`config.mk`:
```
export PLATFORM = sky130hd
export DESIGN_NAME = adcct_top
export DESIGN_NICKNAME = d
export VERILOG_FILES = /design/src/design/adcct_sync.v /design/src/design/adcct_clkdiv.v /design/src/design/adcct_top.v
export VERILOG_INCLUDE_DIRS = /design/src /design/src/design
export SDC_FILE = /design/constraint.sdc
export NUM_CORES = 1
export LEC_CHECK = 0
export BUFFER_PORTS_ARGS = -buffer_cell sky130_fd_sc_hd__buf_2
export CAP_MARGIN = 20
export CORE_AREA = 2 2 129 106
export DETAILED_ROUTE_END_ITERATION = 16
export DIE_AREA = 0 0 131 108
export GPL_ROUTABILITY_DRIVEN = 0
export HOLD_SLACK_MARGIN = 0.05
export PLACE_DENSITY_LB_ADDON = 0.12
export SLEW_MARGIN = 20
export SYNTH_ARGS = -nofsm -noshare
export SYNTH_HDL_FRONTEND = slang
export SYNTH_SLANG_ARGS = --single-unit
```
`constraint.sdc`:
```
create_clock -name mclk -period 2.6 [get_ports mclk]
set_clock_uncertainty 0.2 [all_clocks]
set_input_delay 0.39 -clock mclk [delete_from_list [all_inputs] [get_ports mclk]]
set_output_delay 0.39 -clock mclk [all_outputs]
set_load 0.05 [all_outputs]
```
`src/design/adcct_map.vh`:
```
`ifndef ADCCT_MAP_VH
`define ADCCT_MAP_VH

// ****************************************
// register offsets
// ****************************************
`define ADCCT_OFS_CTRL      4'h0
`define ADCCT_OFS_STAT      4'h4
`define ADCCT_OFS_RESULT    4'h8

// ****************************************
// field positions
// ****************************************
`define ADCCT_BCS_HI        15
`define ADCCT_BCS_LO        14
`define ADCCT_STS_HI        13
`define ADCCT_STS_LO        12
`define ADCCT_START_BIT     0
`define ADCCT_BUSY_BIT      0
`define ADCCT_DONE_BIT      1

// ****************************************
// reset and start values
// ****************************************
`define ADCCT_CTRL_RST      16'h0000
`define ADCCT_RESULT_RST    10'h000
`define ADCCT_TRIAL_INIT    10'h200

// ****************************************
// timing counts
// ****************************************
`define ADCCT_DIV_00        5'h04
`define ADCCT_DIV_01        5'h02
`define ADCCT_DIV_10        5'h10
`define ADCCT_DIV_11        5'h08
`define ADCCT_SAMPLE_BASE   7'h08
`define ADCCT_CONV_PERIODS  6'h28
`define ADCCT_STEP_PERIODS  2'h3

`endif

```
`src/design/adcct_sync.v`:
```
`timescale 1ns/1ps
`default_nettype none

// ****************************************
// three-stage pin synchroniser
// ****************************************
module adcct_sync (
    // clock and reset
    input  wire mclk,
    input  wire srst,
    // pin and synchronised level
    input  wire pin_in,
    output reg  level_q
);

    reg stage1_q;
    reg stage2_q;
    reg stage3_q;

    always @(posedge mclk) begin
        if (srst) begin
            stage1_q <= 1'b0;
            stage2_q <= 1'b0;
            stage3_q <= 1'b0;
            level_q  <= 1'b0;
        end else begin
            stage1_q <= pin_in;
            stage2_q <= stage1_q;
            stage3_q <= stage2_q;
            if (stage2_q == stage3_q) begin
                level_q <= stage3_q;
            end
        end
    end

endmodule // adcct_sync

`default_nettype wire

```
`src/design/adcct_clkdiv.v`:
```
`timescale 1ns/1ps
`default_nettype none
`include "adcct_map.vh"

// ****************************************
// basic clock tick from cpu clock
// ****************************************
module adcct_clkdiv (
    // clock and reset
    input  wire       mclk,
    input  wire       srst,
    // control
    input  wire       clear,
    input  wire [1:0] basic_clock_select,
    // one pulse per basic clock period
    output wire       tick
);

    reg  [4:0] cnt_q;
    reg  [4:0] div;

    always @* begin
        case (basic_clock_select)
            2'b00:   div = `ADCCT_DIV_00;
            2'b01:   div = `ADCCT_DIV_01;
            2'b10:   div = `ADCCT_DIV_10;
            default: div = `ADCCT_DIV_11;
        endcase
    end

    assign tick = ~clear & (cnt_q == div - 5'h01);

    always @(posedge mclk) begin
        if (srst || clear || tick) begin
            cnt_q <= 5'h00;
        end else begin
            cnt_q <= cnt_q + 5'h01;
        end
    end

endmodule // adcct_clkdiv

`default_nettype wire

```
`src/design/adcct_top.v`:
```
// Decided for this implementation: register access over Avalon-MM and the address map.
`timescale 1ns/1ps
`default_nettype none
`include "adcct_map.vh"

module adcct_top (
    // clock and reset
    input  wire        mclk,
    input  wire        srst,
    // avalon-mm slave
    input  wire [3:0]  address,
    input  wire        read,
    input  wire        write,
    input  wire [31:0] writedata,
    output reg  [31:0] readdata,
    output wire        waitrequest,
    // analog front end
    input  wire        comp_in,
    output reg         sample_en_q,
    output reg  [9:0]  dac_code_q,
    // conversion status
    output wire        conv_done,
    output wire        conv_busy
);

    // ****************************************
    // states
    // ****************************************
    localparam [2:0] ST_IDLE   = 3'h0;
    localparam [2:0] ST_SAMPLE = 3'h1;
    localparam [2:0] ST_CONV   = 3'h2;
    localparam [2:0] ST_LOAD1  = 3'h3;
    localparam [2:0] ST_LOAD2  = 3'h4;

    reg  [2:0]  state_q;
    reg  [2:0]  state_d;
    reg  [15:0] ctrl_q;
    reg  [15:0] ctrl_d;
    reg  [1:0]  run_bcs_q;
    reg  [1:0]  run_sts_q;
    reg  [6:0]  period_q;
    reg  [9:0]  sar_q;
    wire [9:0]  sar_d;
    reg  [9:0]  result_q;
    reg         done_q;
    reg         done_d;
    reg         ack_q;
    wire        ack_d;
    reg  [31:0] readdata_d;
    wire        tick;
    wire        comp_s;
    wire        req;
    wire        wr_take;
    wire        start;
    wire        clr_done;
    wire        div_clear;
    wire [6:0]  sample_n;
    wire [9:0]  bit_sel;
    wire        in_sample;
    wire        in_conv;
    wire        sample_last;
    wire        step_end;
    wire        conv_last;
    genvar      gi;

    // ****************************************
    // avalon handshake
    // ****************************************
    assign req         = read | write;
    assign waitrequest = req & ~ack_q;
    assign wr_take     = write & ack_q;
    assign start       = wr_take & (address == `ADCCT_OFS_CTRL)
                         & writedata[`ADCCT_START_BIT] & (state_q == ST_IDLE);
    assign clr_done    = wr_take & (address == `ADCCT_OFS_STAT)
                         & writedata[`ADCCT_DONE_BIT];
    assign ack_d       = req & ~ack_q;

    always @(posedge mclk) begin
        if (srst) begin
            ack_q <= 1'b0;
        end else begin
            ack_q <= ack_d;
        end
    end

    always @* begin
        case (address)
            `ADCCT_OFS_CTRL:   readdata_d = {16'h0000, ctrl_q};
            `ADCCT_OFS_STAT:   readdata_d = {30'h0000000, done_q, conv_busy};
            `ADCCT_OFS_RESULT: readdata_d = {22'h00000, result_q};
            default:           readdata_d = 32'h00000000;
        endcase
    end

    always @(posedge mclk) begin
        if (srst) begin
            readdata <= 32'h00000000;
        end else if (read & ~ack_q) begin
            readdata <= readdata_d;
        end
    end

    // ****************************************
    // control word
    // ****************************************
    always @* begin
        ctrl_d = ctrl_q;
        if (wr_take && address == `ADCCT_OFS_CTRL) begin
            // start bit reads back as zero
            ctrl_d = {writedata[15:1], 1'b0};
        end
    end

    always @(posedge mclk) begin
        if (srst) begin
            ctrl_q <= `ADCCT_CTRL_RST;
        end else begin
            ctrl_q <= ctrl_d;
        end
    end

    // ****************************************
    // basic clock and comparator
    // ****************************************
    assign div_clear = (state_q == ST_IDLE);

    adcct_clkdiv u_clkdiv (
        .mclk               (mclk),
        .srst               (srst),
        .clear              (div_clear),
        .basic_clock_select (run_bcs_q),
        .tick               (tick)
    );

    adcct_sync u_sync (
        .mclk    (mclk),
        .srst    (srst),
        .pin_in  (comp_in),
        .level_q (comp_s)
    );

    // ****************************************
    // sequencer
    // ****************************************
    assign sample_n    = `ADCCT_SAMPLE_BASE << run_sts_q;
    assign bit_sel     = `ADCCT_TRIAL_INIT >> period_q[5:2];
    assign in_sample   = (state_q == ST_SAMPLE);
    assign in_conv     = (state_q == ST_CONV);
    assign sample_last = in_sample & tick & (period_q == sample_n - 7'h01);
    assign step_end    = in_conv & tick & (period_q[1:0] == `ADCCT_STEP_PERIODS);
    assign conv_last   = step_end
                         & (period_q == {1'b0, `ADCCT_CONV_PERIODS} - 7'h01);
    assign conv_busy   = (state_q != ST_IDLE);
    assign conv_done   = (state_q == ST_LOAD2);

    // ****************************************
    // state machine
    // ****************************************
    always @* begin
        state_d = state_q;
        case (state_q)
            ST_IDLE: begin
                if (start) begin
                    state_d = ST_SAMPLE;
                end
            end
            ST_SAMPLE: begin
                if (sample_last) begin
                    state_d = ST_CONV;
                end
            end
            ST_CONV: begin
                if (conv_last) begin
                    state_d = ST_LOAD1;
                end
            end
            ST_LOAD1: begin
                state_d = ST_LOAD2;
            end
            ST_LOAD2: begin
                state_d = ST_IDLE;
            end
            default: begin
                state_d = ST_IDLE;
            end
        endcase
    end

    always @(posedge mclk) begin
        if (srst) begin
            state_q <= ST_IDLE;
        end else begin
            state_q <= state_d;
        end
    end

    // ****************************************
    // selects latched at start
    // ****************************************
    always @(posedge mclk) begin
        if (srst) begin
            run_bcs_q <= 2'h0;
            run_sts_q <= 2'h0;
        end else if (start) begin
            run_bcs_q <= writedata[`ADCCT_BCS_HI:`ADCCT_BCS_LO];
            run_sts_q <= writedata[`ADCCT_STS_HI:`ADCCT_STS_LO];
        end
    end

    // ****************************************
    // basic period counter
    // ****************************************
    always @(posedge mclk) begin
        if (srst || div_clear || sample_last) begin
            period_q <= 7'h00;
        end else if (tick) begin
            period_q <= period_q + 7'h01;
        end
    end

    // ****************************************
    // sample window
    // ****************************************
    always @(posedge mclk) begin
        if (srst) begin
            sample_en_q <= 1'b0;
        end else if (start) begin
            sample_en_q <= 1'b1;
        end else if (sample_last) begin
            sample_en_q <= 1'b0;
        end
    end

    // ****************************************
    // successive approximation bits
    // ****************************************
    generate
        for (gi = 0; gi < 10; gi = gi + 1) begin : g_sar
            // keep trial bit when input above trial level
            assign sar_d[gi] = (step_end & bit_sel[gi]) ? comp_s : sar_q[gi];
        end
    endgenerate

    always @(posedge mclk) begin
        if (srst || start) begin
            sar_q <= 10'h000;
        end else begin
            sar_q <= sar_d;
        end
    end

    // ****************************************
    // trial code
    // ****************************************
    always @(posedge mclk) begin
        if (srst) begin
            dac_code_q <= 10'h000;
        end else if (start) begin
            dac_code_q <= `ADCCT_TRIAL_INIT;
        end else if (step_end && !conv_last) begin
            dac_code_q <= sar_d | (bit_sel >> 1);
        end
    end

    // ****************************************
    // result register
    // ****************************************
    always @(posedge mclk) begin
        if (srst) begin
            result_q <= `ADCCT_RESULT_RST;
        end else if (conv_done) begin
            result_q <= sar_q;
        end
    end

    // ****************************************
    // sticky done flag, set beats clear
    // ****************************************
    always @* begin
        done_d = done_q;
        if (conv_done) begin
            done_d = 1'b1;
        end else if (clr_done) begin
            done_d = 1'b0;
        end
    end

    always @(posedge mclk) begin
        if (srst) begin
            done_q <= 1'b0;
        end else begin
            done_q <= done_d;
        end
    end

endmodule // adcct_top

`default_nettype wire

```
# ---- Yosys cells after proc, flatten, opt, wreduce, memory -nomap -nowiden
# Index checks and enable logic that the tools add are counted.
dict set report classes {
  n_addsub 4
  eq_ne 16
  n_shift 2
  mux 22
  bitwise 28
  n_reduce_logical 16
}
# op n
set op_table {}
lappend op_table {{one-hot mux 16 bit (3 select lines)} 1}
lappend op_table {{AND 1 bit} 24}
lappend op_table {{2-to-1 mux 10 bit} 2}
lappend op_table {{one-hot mux 5 bit (3 select lines)} 1}
lappend op_table {{2-to-1 mux 1 bit} 14}
lappend op_table {{one-hot mux 3 bit (4 select lines)} 1}
lappend op_table {{bitwise OR 10 x 9 -> 10 bit} 1}
lappend op_table {{right shift 10 x 4 -> 10 bit (first input constant)} 1}
lappend op_table {{2-to-1 mux 3 bit} 3}
lappend op_table {{adder 7 x 1 -> 7 bit (second input constant)} 1}
lappend op_table {{== test 7 x 6 -> 1 bit (second input constant)} 1}
lappend op_table {{== test 7 bit} 1}
lappend op_table {{<< shifter 4 x 2 -> 7 bit (first input constant)} 1}
lappend op_table {{subtractor 7 x 1 -> 7 bit (second input constant)} 1}
lappend op_table {{== test 3 x 2 -> 1 bit (second input constant)} 2}
lappend op_table {{nonzero test 2 bit} 3}
lappend op_table {{adder 5 x 1 -> 5 bit (second input constant)} 1}
lappend op_table {{== test 5 bit} 1}
lappend op_table {{subtractor 5 x 1 -> 5 bit (second input constant)} 1}
lappend op_table {{== test 2 bit (second input constant)} 2}
lappend op_table {{== test 4 x 3 -> 1 bit (second input constant)} 1}
lappend op_table {{== test 4 bit (second input constant)} 1}
lappend op_table {{logical NOT 4 bit} 1}
lappend op_table {{logical OR 1 bit} 4}
lappend op_table {{15 further kinds} 18}
dict set report totals {
  ff_bits 103
  inputBits 41
  output_inout_bits 46
  wordCells 106
}

# ---- Longest topological paths before layout
# Gate-level depths: netlist of run 1.
dict set report depth {
  ltp_word 12
  depth_mapped 8
  mapped_depth_nobuf 6
}

# ---- Modules after synthesis
# Synthesis of run 1 repeated with hierarchy kept, for this count alone.
dict set report unflattened {
  hier_cells 421
  hier_area_um2 3726.1
}
# mod n_inst cells_each area_each_um2 seq_area_each_um2
set by_module_without_submodules {}
lappend by_module_without_submodules {adcct_top 1 386 3355.7 1561.5}
lappend by_module_without_submodules {adcct_clkdiv 1 25 257.7 100.1}
lappend by_module_without_submodules {adcct_sync 1 10 112.6 80.1}

# ---- Worst setup path before layout of run 1
# Ideal clock, no wire load.
dict set report synth_timing {
  path_kind {register -> register}
  start {register period_q[0]}
  end {register dac_code_q[7]}
  setup_time_ps 74
  arrival_ps 1854
  t_required_ps 2326
  slack_ps 472
  path_stages_with_launch 8
  path_buffers 1
  synth_period_minus_slack_ps 2128
  path_cell_list {dfxtp_1 -> ha_1 -> nor2b_1 -> nand3_1 -> nor4_4 -> buf_2 -> o21ai_1 -> a31oi_1}
}
dict set report synth_between {
  elab_chain_len 5
  word_cells_on_any_way 9
  cone_classes {2 x eq/ne; 1 x mux; 4 x bitwise; 2 x reduce/logical}
}
# item line
set synth_rtl {}
lappend synth_rtl {{start, declared} adcct_top.v:41} ;# reg [6:0] period_q;
lappend synth_rtl {{start signal, assigned} adcct_top.v:217} ;# period_q <= period_q + 7'h01;
lappend synth_rtl {{== test 2 bit (no line)} n/a}
lappend synth_rtl {{AND 1 bit} adcct_top.v:150} ;# assign step_end = in_conv & tick & (period_q[1:0] == `ADCCT_STEP_PERIODS);
lappend synth_rtl {{AND 1 bit, on equally long branches} {adcct_top.v:240, adcct_top.v:151}}
lappend synth_rtl {{2-to-1 mux 1 bit / logical NOT 1 bit (equally long branches)} {adcct_top.v:240, adcct_top.v:260}}
lappend synth_rtl {{bitwise OR 10 x 9 -> 10 bit / logical AND 1 bit (equally long branches)} {adcct_top.v:261, adcct_top.v:260}}
lappend synth_rtl {{end signal, assigned} adcct_top.v:259} ;# dac_code_q <= `ADCCT_TRIAL_INIT;
lappend synth_rtl {{end signal, assigned} adcct_top.v:261} ;# dac_code_q <= sar_d | (bit_sel >> 1);
lappend synth_rtl {{end, declared} adcct_top.v:20} ;# output reg [9:0] dac_code_q,
# Several ways; a longest one is shown, not always the timed one.
# A chain may end at the register's enable or synchronous reset.

# ---- Worst setup path in the final report of run 1
dict set report layout_timing {
  start {register run_bcs_q[1]}
  end {register u_clkdiv.cnt_q[3]}
}
dict set report layout_between {
  elab_chain_len 6
  word_cells_on_any_way 8
  cone_classes {1 x add/sub; 3 x eq/ne; 1 x mux; 1 x bitwise; 2 x reduce/logical}
}
# item line
set layout_rtl {}
lappend layout_rtl {{start, declared} adcct_top.v:39} ;# reg [1:0] run_bcs_q;
lappend layout_rtl {{start signal, assigned} adcct_top.v:205} ;# run_bcs_q <= writedata[`ADCCT_BCS_HI:`ADCCT_BCS_LO];
lappend layout_rtl {{== test 2 bit (tied with other cells)} adcct_clkdiv.v:23} ;# case (basic_clock_select)
lappend layout_rtl {{one-hot mux 5 bit (3 select lines) *} adcct_clkdiv.v:23}
lappend layout_rtl {{subtractor 5 x 1 -> 5 bit *} adcct_clkdiv.v:31} ;# assign tick = ~clear & (cnt_q == div - 5'h01);
lappend layout_rtl {{== test 5 bit *} adcct_clkdiv.v:31}
lappend layout_rtl {{AND 1 bit *} adcct_clkdiv.v:31}
lappend layout_rtl {{logical OR 1 bit *} adcct_clkdiv.v:34} ;# if (srst || clear || tick) begin
lappend layout_rtl {{end signal, assigned} adcct_clkdiv.v:37} ;# cnt_q <= cnt_q + 5'h01;
lappend layout_rtl {{end, declared} adcct_clkdiv.v:19} ;# reg [4:0] cnt_q;
# Every way passes the cells marked *; elsewhere a longest branch is shown, timed or not.

==> flow_summary.json, run 1 <==
{
  "post_cts_resized": 0,
  "antennaDiodeCount": 0,
  "antenna_found_initial": 0,
  "dp_hpwl_um": 6820,
  "grt_start_max_net_pins": 35,
  "seq_power_share": 0.463,
  "rr_worst_depth": 5,
  "p_per_area_nw_per_um2": 640,
  "cp_slowest_stage_delay_ps": 700,
  "cp.required_ps": 2680,
  "finalSetupTns_ps": 0,
  "first_iter_violations": 161,
  "cp-start-kind": "flop",
  "fin_crit_ps": 2290,
  "dp_cells": 651,
  "pin_count": 87,
  "via_per_inst": 4.69,
  "grt_pass1_vias": 3035,
  "ys_types": 47,
  "internal_power_uw": 2260,
  "p_sw_uw": 634,
  "clk_pin_slew_ps": 60,
  "fin_cells": 668,
  "grt_use_total": 0.142,
  "setup_viol": 0,
  "die_h_um": 108,
  "synthTopCellsByArea": "dfxtp_1 (46%), nand2_1 (6.5%), nor2_1 (5.2%)",
  "cts_tree": "built",
  "row_count": 37,
  "clkPwrFrac": 0.489,
  "crit_top_cell": "nor2_1",
  "timing.final.crit_share": 0.882,
  "synth_common_cells": "dfxtp_1 (87), nand2_1 (65), nor2_1 (52)",
  "hold_path_end": "ctrl_q[11]",
  "layout.nets": 531,
  "die_x_um": 131,
  "outcome": "complete, no violations",
  "drc": 0,
  "comb_power_share": 0.048,
  "critPathKind": "flop to flop",
  "rsz0062_at_grt": "false",
  "final_area_sq_um": 4530,
  "worst_hold_path_type": "input port to flop",
  "r2r-start": "run_bcs_q[1]",
  "yosysSeqAreaShare": 0.464,
  "syn_avg_cell_area_sq_um": 8.62,
  "cts-root-buf": "clkbuf_16",
  "drv_cap": 0,
  "utilization": 0.355,
  "clkLatencyLatePin_ps": 340,
  "syn_area_sq_um": 3750,
  "netlist_instances": 435,
  "drv_slew": 0,
  "cts_buffers": 9,
  "drive_above_1_share": 0.193,
  "fmax_mhz": 436,
  "worstMarginPinSlew_ps": 767,
  "yosysWarnings": 0,
  "finalPower_uw": 2900,
  "cts.sinks": 87,
  "r2r_end": "u_clkdiv.cnt_q[3]",
  "ir_drop_mv": 0.298,
  "place_area_sq_um": 4190,
  "worst_path_max_delay_cell": "a211oi_4",
  "switching_share": 0.219,
  "worstHoldPathCells": 3,
  "die-area_sq_um": 14100,
  "portBuffers": 54,
  "synth_ff_type": "dfxtp_1",
  "rrSetupSlack_ps": 310,
  "cts_max_level": 3,
  "area_delta_synth_final_pct": 20.6,
  "grt_pass1_wl_um": 15500,
  "synth_top_cell_area_share": 0.464,
  "routedWlPerCell_um": 14.3,
  "synthMostInstantiatedCell": "dfxtp_1",
  "cp-end-kind": "flop",
  "ant_nets": 0,
  "wl_um": 9570,
  "dr.pass1.iters": 4,
  "synth_top_area_cell": "dfxtp_1",
  "grt_remaining_overflow": 0,
  "postSynth.asyncResetShare": 0,
  "arrival_ps": 2370,
  "finalHoldViolations": 0,
  "path_cells": "xnor2_1 -> a211oi_4 -> nor2_1 -> or3_1 -> nor2_1",
  "slew_headroom": 0.486,
  "cp_max_fo": 14,
  "ys_seq_elements": 87,
  "min_from": "writedata[11]",
  "start_util": 0.295,
  "clockBufferDepth": 2,
  "synth-edff-count": 0,
  "leakage_uw": 0.00169,
  "vias": 3132,
  "core_area_sq_um": 12700
}
## power groups by stage
stage | Combinational, uW | Sequential, uW | Clock (uW)
final | 139 | 1340 | 1420
after global routing | 150 | 1340 | 1500
after CTS | 140 | 1340 | 1460
after detailed placement | 139 | 1370 | 0
after global placement | 138 | 1370 | 0
after floorplan | 113 | 1370 | 0
## what timing repair did
| action | CTS | global route |
|---|---|---|
| buffers inserted | 0 | 0 |
| hold buffers | 1 | 0 |
| endpoints found under the hold margin | 1 | 0 |
## cell families (layout without fill, tap and decap cells)
| family | after synthesis | count (layout) | share of synthesized area |
|---|---|---|---|
| compound gates | 77 | 77 | 0.128 |
| xor+xnor | 12 | 12 | 0.0280 |
| fa+ha+maj | 2 | 2 | 0.00667 |
| buf+inv | 47 | 90 | 0.0647 |
| flops | 87 | 87 | 0.464 |
| mux | 24 | 24 | 0.0667 |
| other cells | 1 | 16 | 0.00100 |
| simple gates | 185 | 185 | 0.240 |
## state kept, by name, summed over array words and instances, names as in the netlist, 3 cells and up
register,cells
state_q,3
sar_q,10
readdata,16
dac_code_q,10
u_clkdiv.cnt_q,5
result_q,10
period_q,7
ctrl_q,15
## metrics by stage
stage               hold slack (ps)  setup slack, ps
floorplan                       214              472
global placement                230              320
detailed placement              235              290
CTS                            74.2              280
global route                   72.7              111
finish                         84.3              307
## critical path: cells and delay by family (launching register included)
family / cells / cell delay [ps]
simple gates: 3 / 760
xor+xnor: 1 / 140
compound gates: 1 / 700
flops: 1 / 430
## final cells by class
type	count	area (sq um)
fillers	1374	8210
multi-input cells	316	1820
flip-flops and latches	87	1740
repair buffers	69	398
clock buffers	13	260
well taps	175	219
clock inverters	3	65.1
inverters	5	18.8
## cells in the final DEF, fill, tap and decap left out, types with 11 or more instances in the layout
cell,count
o21ai_0,11
nor4_1,11
nor3_1,11
a21oi_1,30
a22oi_1,15
buf_4,13
conb_1,16
buf_2,54
dfxtp_1,87
nand2_1,65
nor2_1,52
mux2i_1,16
## worst max-delay path by stage
stage / from / to / cells past startpoint
after global routing: run_bcs_q[1] / u_clkdiv.cnt_q[3] / 5
final: run_bcs_q[1] / u_clkdiv.cnt_q[3] / 5
after CTS: run_bcs_q[1] / u_clkdiv.cnt_q[4] / 5
after global placement: run_bcs_q[1] / u_clkdiv.cnt_q[4] / 5
after detailed placement: run_bcs_q[1] / u_clkdiv.cnt_q[4] / 5
after floorplan: period_q[0] / dac_code_q[7] / 7
## metal layers
metal	vias up	routed length (um)	part of all wire	track usage
li1	1592	-	-	-
met1	1481	4990	0.52	0.197
met2	48	4110	0.43	0.214
met3	11	357	0.037	0.0401
met4	0	109	0.011	0.0441
met5	-	0	0	0
Note: power is estimated with default switching activity, not from simulation.
==> run 2: changes to the inputs <==
--- a/config.mk
+++ b/config.mk
@@ -14,6 +14,7 @@
 export GPL_ROUTABILITY_DRIVEN = 0
 export HOLD_SLACK_MARGIN = 0.05
 export PLACE_DENSITY_LB_ADDON = 0.12
+export REMOVE_ABC_BUFFERS = 1
 export SLEW_MARGIN = 20
 export SYNTH_ARGS = -nofsm -noshare
 export SYNTH_HDL_FRONTEND = slang
==> run 2 against run 1 <==
Compared with the run above: total power shrank 7.5%; wire length down 5.1%; first-iteration DRC count up 6.8%; final area decreased by 0.61%; count of clock-buffer cells in the layout fell by 2; global-route usage is 0.71 points lower; worst setup slack got worse by 47 ps; via count fell by 0.61%; sequential power about the same; combinational power about the same; register-to-register slack got worse by 50 ps; sequential share of layout area increased by 0.24 points; critical path type unchanged; largest power group is now registers; highest routed layer unchanged.
==> flow_summary.json, run 2 (synthesized netlist as in run 1, its figures left out) <==
{
  "outcome": "complete, no violations",
  "pin_count": 87,
  "critPathKind": "flop to flop",
  "vias": 3113,
  "grt_use_total": 0.135,
  "cts_tree": "built",
  "worstMarginPinSlew_ps": 890,
  "start_util": 0.295,
  "post_cts_resized": 0,
  "routedWlPerCell_um": 13.5,
  "clockBufferDepth": 2,
  "cts-root-buf": "clkbuf_16",
  "wl_met2_um": 3930,
  "finalHoldViolations": 0,
  "utilization": 0.353,
  "p_per_area_nw_per_um2": 595,
  "drive_above_1_share": 0.198,
  "row_count": 37,
  "regMostFlops": "readdata",
  "antenna_found_initial": 0,
  "path_cells": "xnor2_1 -> a211oi_4 -> buf_4 -> nor2_1 -> or3_1 -> nor2_1",
  "clkLatencyLatePin_ps": 330,
  "largest_reg_flops": 16,
  "layout.nets": 534,
  "clk_pin_slew_ps": 60,
  "wl_um": 9070,
  "cts.sinks": 87,
  "grt_pass1_wl_um": 14800,
  "grt_pass1_vias": 2930,
  "rrSetupSlack_ps": 260,
  "ant_nets": 0,
  "cp-start-kind": "flop",
  "final_cell_mix": "dfxtp_1 (87), nand2_1 (65), buf_2 (54)",
  "fmax_mhz": 427,
  "final_common_cell": "dfxtp_1",
  "leakage_uw": 0.00168,
  "crit_top_cell": "nor2_1",
  "wl_met1_um": 4680,
  "timing.final.crit_share": 0.900,
  "routed-wl-met3_um": 385,
  "first_iter_violations": 172,
  "setup_viol": 0,
  "ir_drop_mv": 0.304,
  "drv_slew": 0,
  "reg.largest.list": "readdata (16), ctrl_q (15)",
  "dp_hpwl_um": 6530,
  "cp-end-kind": "flop",
  "cp_max_fo": 12,
  "grt_remaining_overflow": 0,
  "die-area_sq_um": 14100,
  "via_per_inst": 4.65,
  "die_h_um": 108,
  "worst_path_max_delay_cell": "a211oi_4",
  "grt_start_max_net_pins": 31,
  "worst_hold_path_type": "input port to flop",
  "area_delta_synth_final_pct": 19.9,
  "cp.required_ps": 2670,
  "cts_max_level": 3,
  "core_area_sq_um": 12700,
  "drv_cap": 0,
  "drc": 0,
  "portBuffers": 54,
  "slew_headroom": 0.404,
  "fin_crit_ps": 2340,
  "cts_buffers": 9,
  "rsz0062_at_grt": "false",
  "finalSetupTns_ps": 0,
  "antennaDiodeCount": 0,
  "dr.pass1.iters": 4,
  "die_x_um": 131,
  "arrival_ps": 2410,
  "cp_slowest_stage_delay_ps": 620,
  "topRoutingLayerUsed": "met4"
}
==> run 2: per-layer routing <==
layer / vias up / track usage
met5: - / 0
met4: 0 / 0.0296
met3: 6 / 0.0381
met2: 63 / 0.201
met1: 1446 / 0.194
li1: 1598 / -
==> run 2: where the power goes <==
part           switching, uW  internal, uW
sequential              2.66          1340
combinational            109          30.5
clock                    528           672
total                    639          2040
==> run 2: path summary, 6_finish.rpt <==
check / from / to / cells after the start
worst min-delay path: writedata[3] / ctrl_q[3] / 3
worst max-delay path: run_bcs_q[1] / u_clkdiv.cnt_q[4] / 6
worst min register to register: u_sync.stage1_q / u_sync.stage2_q / 1
worst max register to register: run_bcs_q[1] / u_clkdiv.cnt_q[4] / 6
==> run 2: timing repair <==
item / 4_1_cts / 5_1_grt
endpoints found under the setup margin: 0 / 0
hold buffers: 1 / 0
setup buffers: 0 / 0
endpoints found under the hold margin: 1 / 0
==> run 2: per-stage QoR <==
stage                     hold WS (ps)  worst slack (ps)  cells  power [uW]  instance area, sq um
after detailed placement           228               174    654        1510                  4210
after global placement             218               213    654        1510                  4210
final                             94.4               259    670        2680                  4500
after global routing              85.8              55.5    670        2800                  4500
after CTS                         73.9               240    670        2730                  4500
after floorplan                    214               248    408        1450                  3580
==> run 2: cell type report <==
cell class / instances / area [sq um]
clock buffers: 11 / 243
clock inverters: 4 / 32.5
fillers: 1375 / 8230
inverters: 5 / 18.8
multi-input cells: 316 / 1820
flip-flops and latches: 87 / 1740
well taps: 175 / 219
repair buffers: 72 / 420
==> run 2: worst max-delay path: cells and delay by family, from the launching register on <==
kind	cells	cell delay (ps)
buffers and inverters	1	280
AOI/OAI and AO/OA	1	620
and+or+nand+nor	3	600
xor gates and xnor gates	1	140
DFF	1	430
==> run 3: changes to the inputs <==
--- a/config.mk
+++ b/config.mk
@@ -8,9 +8,9 @@
 export LEC_CHECK = 0
 export BUFFER_PORTS_ARGS = -buffer_cell sky130_fd_sc_hd__buf_2
 export CAP_MARGIN = 20
-export CORE_AREA = 2 2 129 106
+export CORE_AREA = 2 2 98 81
 export DETAILED_ROUTE_END_ITERATION = 16
-export DIE_AREA = 0 0 131 108
+export DIE_AREA = 0 0 100 83
 export GPL_ROUTABILITY_DRIVEN = 0
 export HOLD_SLACK_MARGIN = 0.05
 export PLACE_DENSITY_LB_ADDON = 0.12
==> run 3 against run 2 <==
Compared with the run above: sequential share of layout area increased by 1.4 points; via count increased by 2.2%; wire length decreased by 10%; critical path type unchanged; critical endpoint is now dac_code_q[9]; clock power decreased by 18%; non-clock buffer count increased by 2; largest cell class unchanged; worst hold slack got worse by 27 ps; core utilization increased by 24 points; final area decreased by 3.4%; critical path depth unchanged.
==> flow_summary.json, run 3 (synthesized netlist as in run 1, its figures left out) <==
{
  "outcome": "complete, no violations",
  "drv_slew": 0,
  "rsz0062_at_grt": "false",
  "die_h_um": 83,
  "leakage_uw": 0.00165,
  "cts_max_level": 3,
  "fin_cells": 588,
  "grt_use_total": 0.207,
  "grt_remaining_overflow": 0,
  "area_delta_synth_final_pct": 15.8,
  "worstMarginPinSlew_ps": 767,
  "cts.sinks": 87,
  "portBuffers": 54,
  "die_x_um": 100,
  "p_sw_uw": 590,
  "pin_count": 87,
  "reg.largest.list": "readdata (16), ctrl_q (15)",
  "routedWlPerCell_um": 13.8,
  "fin_crit_ps": 2320,
  "fmax_mhz": 431,
  "clk_pin_slew_ps": 80,
  "core_area_sq_um": 7290,
  "ant_nets": 0,
  "slew_headroom": 0.487,
  "internal_power_uw": 1870,
  "final_common_cell": "dfxtp_1",
  "finalHoldViolations": 0,
  "timing.final.crit_share": 0.892,
  "via_per_inst": 5.41,
  "grt_start_max_net_pins": 26,
  "cp.required_ps": 2640,
  "grt_pass1_vias": 2976,
  "cp-end-kind": "flop",
  "drc": 0,
  "clockBufferDepth": 2,
  "row_count": 28,
  "die-area_sq_um": 8300,
  "wl_um": 8140,
  "cts-root-buf": "clkbuf_8",
  "clkLatencyLatePin_ps": 360,
  "cts_tree": "built",
  "dr.pass1.iters": 4,
  "cts_buffers": 9,
  "grt_pass1_wl_um": 13900,
  "seq_power_share": 0.544,
  "whs_ps": 67.0,
  "cp-start-kind": "flop",
  "clkPwrFrac": 0.398,
  "dp_cells": 567,
  "layout.nets": 536,
  "setup_viol": 0,
  "dp_hpwl_um": 5740,
  "first_iter_violations": 164,
  "largest_reg_flops": 16,
  "final_cell_mix": "dfxtp_1 (87), nand2_1 (65), buf_2 (54)",
  "drive_above_1_share": 0.197,
  "vias": 3182,
  "finalSetupTns_ps": 0,
  "switching_share": 0.240,
  "antenna_found_initial": 0,
  "cp_max_fo": 19,
  "comb_power_share": 0.057,
  "ir_drop_mv": 0.379,
  "drv_cap": 0,
  "worst_hold_path_type": "input port to flop",
  "critPathKind": "flop to flop",
  "antennaDiodeCount": 0,
  "arrival_ps": 2350,
  "regMostFlops": "readdata",
  "start_util": 0.515,
  "p_per_area_nw_per_um2": 566
}
[run 3: final timing paths]
check	startpoint	to	slack (ps)	cells past startpoint
hold / removal	writedata[11]	ctrl_q[11]	70	3
setup / recovery	run_bcs_q[1]	dac_code_q[9]	280	6
setup reg to reg	run_bcs_q[1]	dac_code_q[9]	280	6
hold reg to reg	sar_q[2]	result_q[2]	250	2
[run 3: layout make-up]
type                       instances  area, sq um
fill                             684         2940
multi-input combinational        316         1830
sequential                        87         1740
timing repair buffer              74          433
clock buffer                      12          155
tap                               90          113
clock inverter                     4         53.8
inverter                           5         18.8
[run 3: timing repair]
| item | in CTS | in global routing |
|---|---|---|
| endpoints found under the hold margin | 4 | 1 |
| resized for setup | 0 | 1 |
| setup buffers | 0 | 0 |
| hold buffers | 4 | 1 |
| endpoints found under the setup margin | 0 | 1 |
[run 3: through the flow]
| step | setup WS [ps] | cell area (sq um) | utilization | power [uW] |
|---|---|---|---|---|
| 3_5_place_dp | 238 | 4080 | 0.560 | 1500 |
| 2_1_floorplan | 248 | 3580 | - | 1450 |
| 6_report | 282 | 4340 | 0.596 | 2460 |
| 4_1_cts | 246 | 4330 | 0.594 | 2480 |
| 3_3_place_gp | 284 | 4080 | 0.560 | 1500 |
| 5_1_grt | 151 | 4340 | 0.596 | 2560 |
[run 3: worst max-delay path, cell delays in order (launching register included)]
cell and delay, ps:
dfxtp_1 450, xnor2_1 150, a211oi_4 700, nor4_4 100, buf_4 230, a311oi_1 290
a211oi_1 80
[run 3: routing by layer]
metal,up-vias,track usage,wire [um]
li1,1592,-,-
met1,1495,0.283,3970
met2,87,0.324,3690
met3,8,0.0665,409
met4,0,0.0423,72
met5,-,0,0
[run 3: power groups by stage]
stage               registers (uW)  logic (uW)  clock network (uW)
floorplan                     1370        78.9                   0
global placement              1370         135                   0
detailed placement            1370         135                   0
CTS                           1340         140                1000
global route                  1340         152                1060
finish                        1340         141                 980
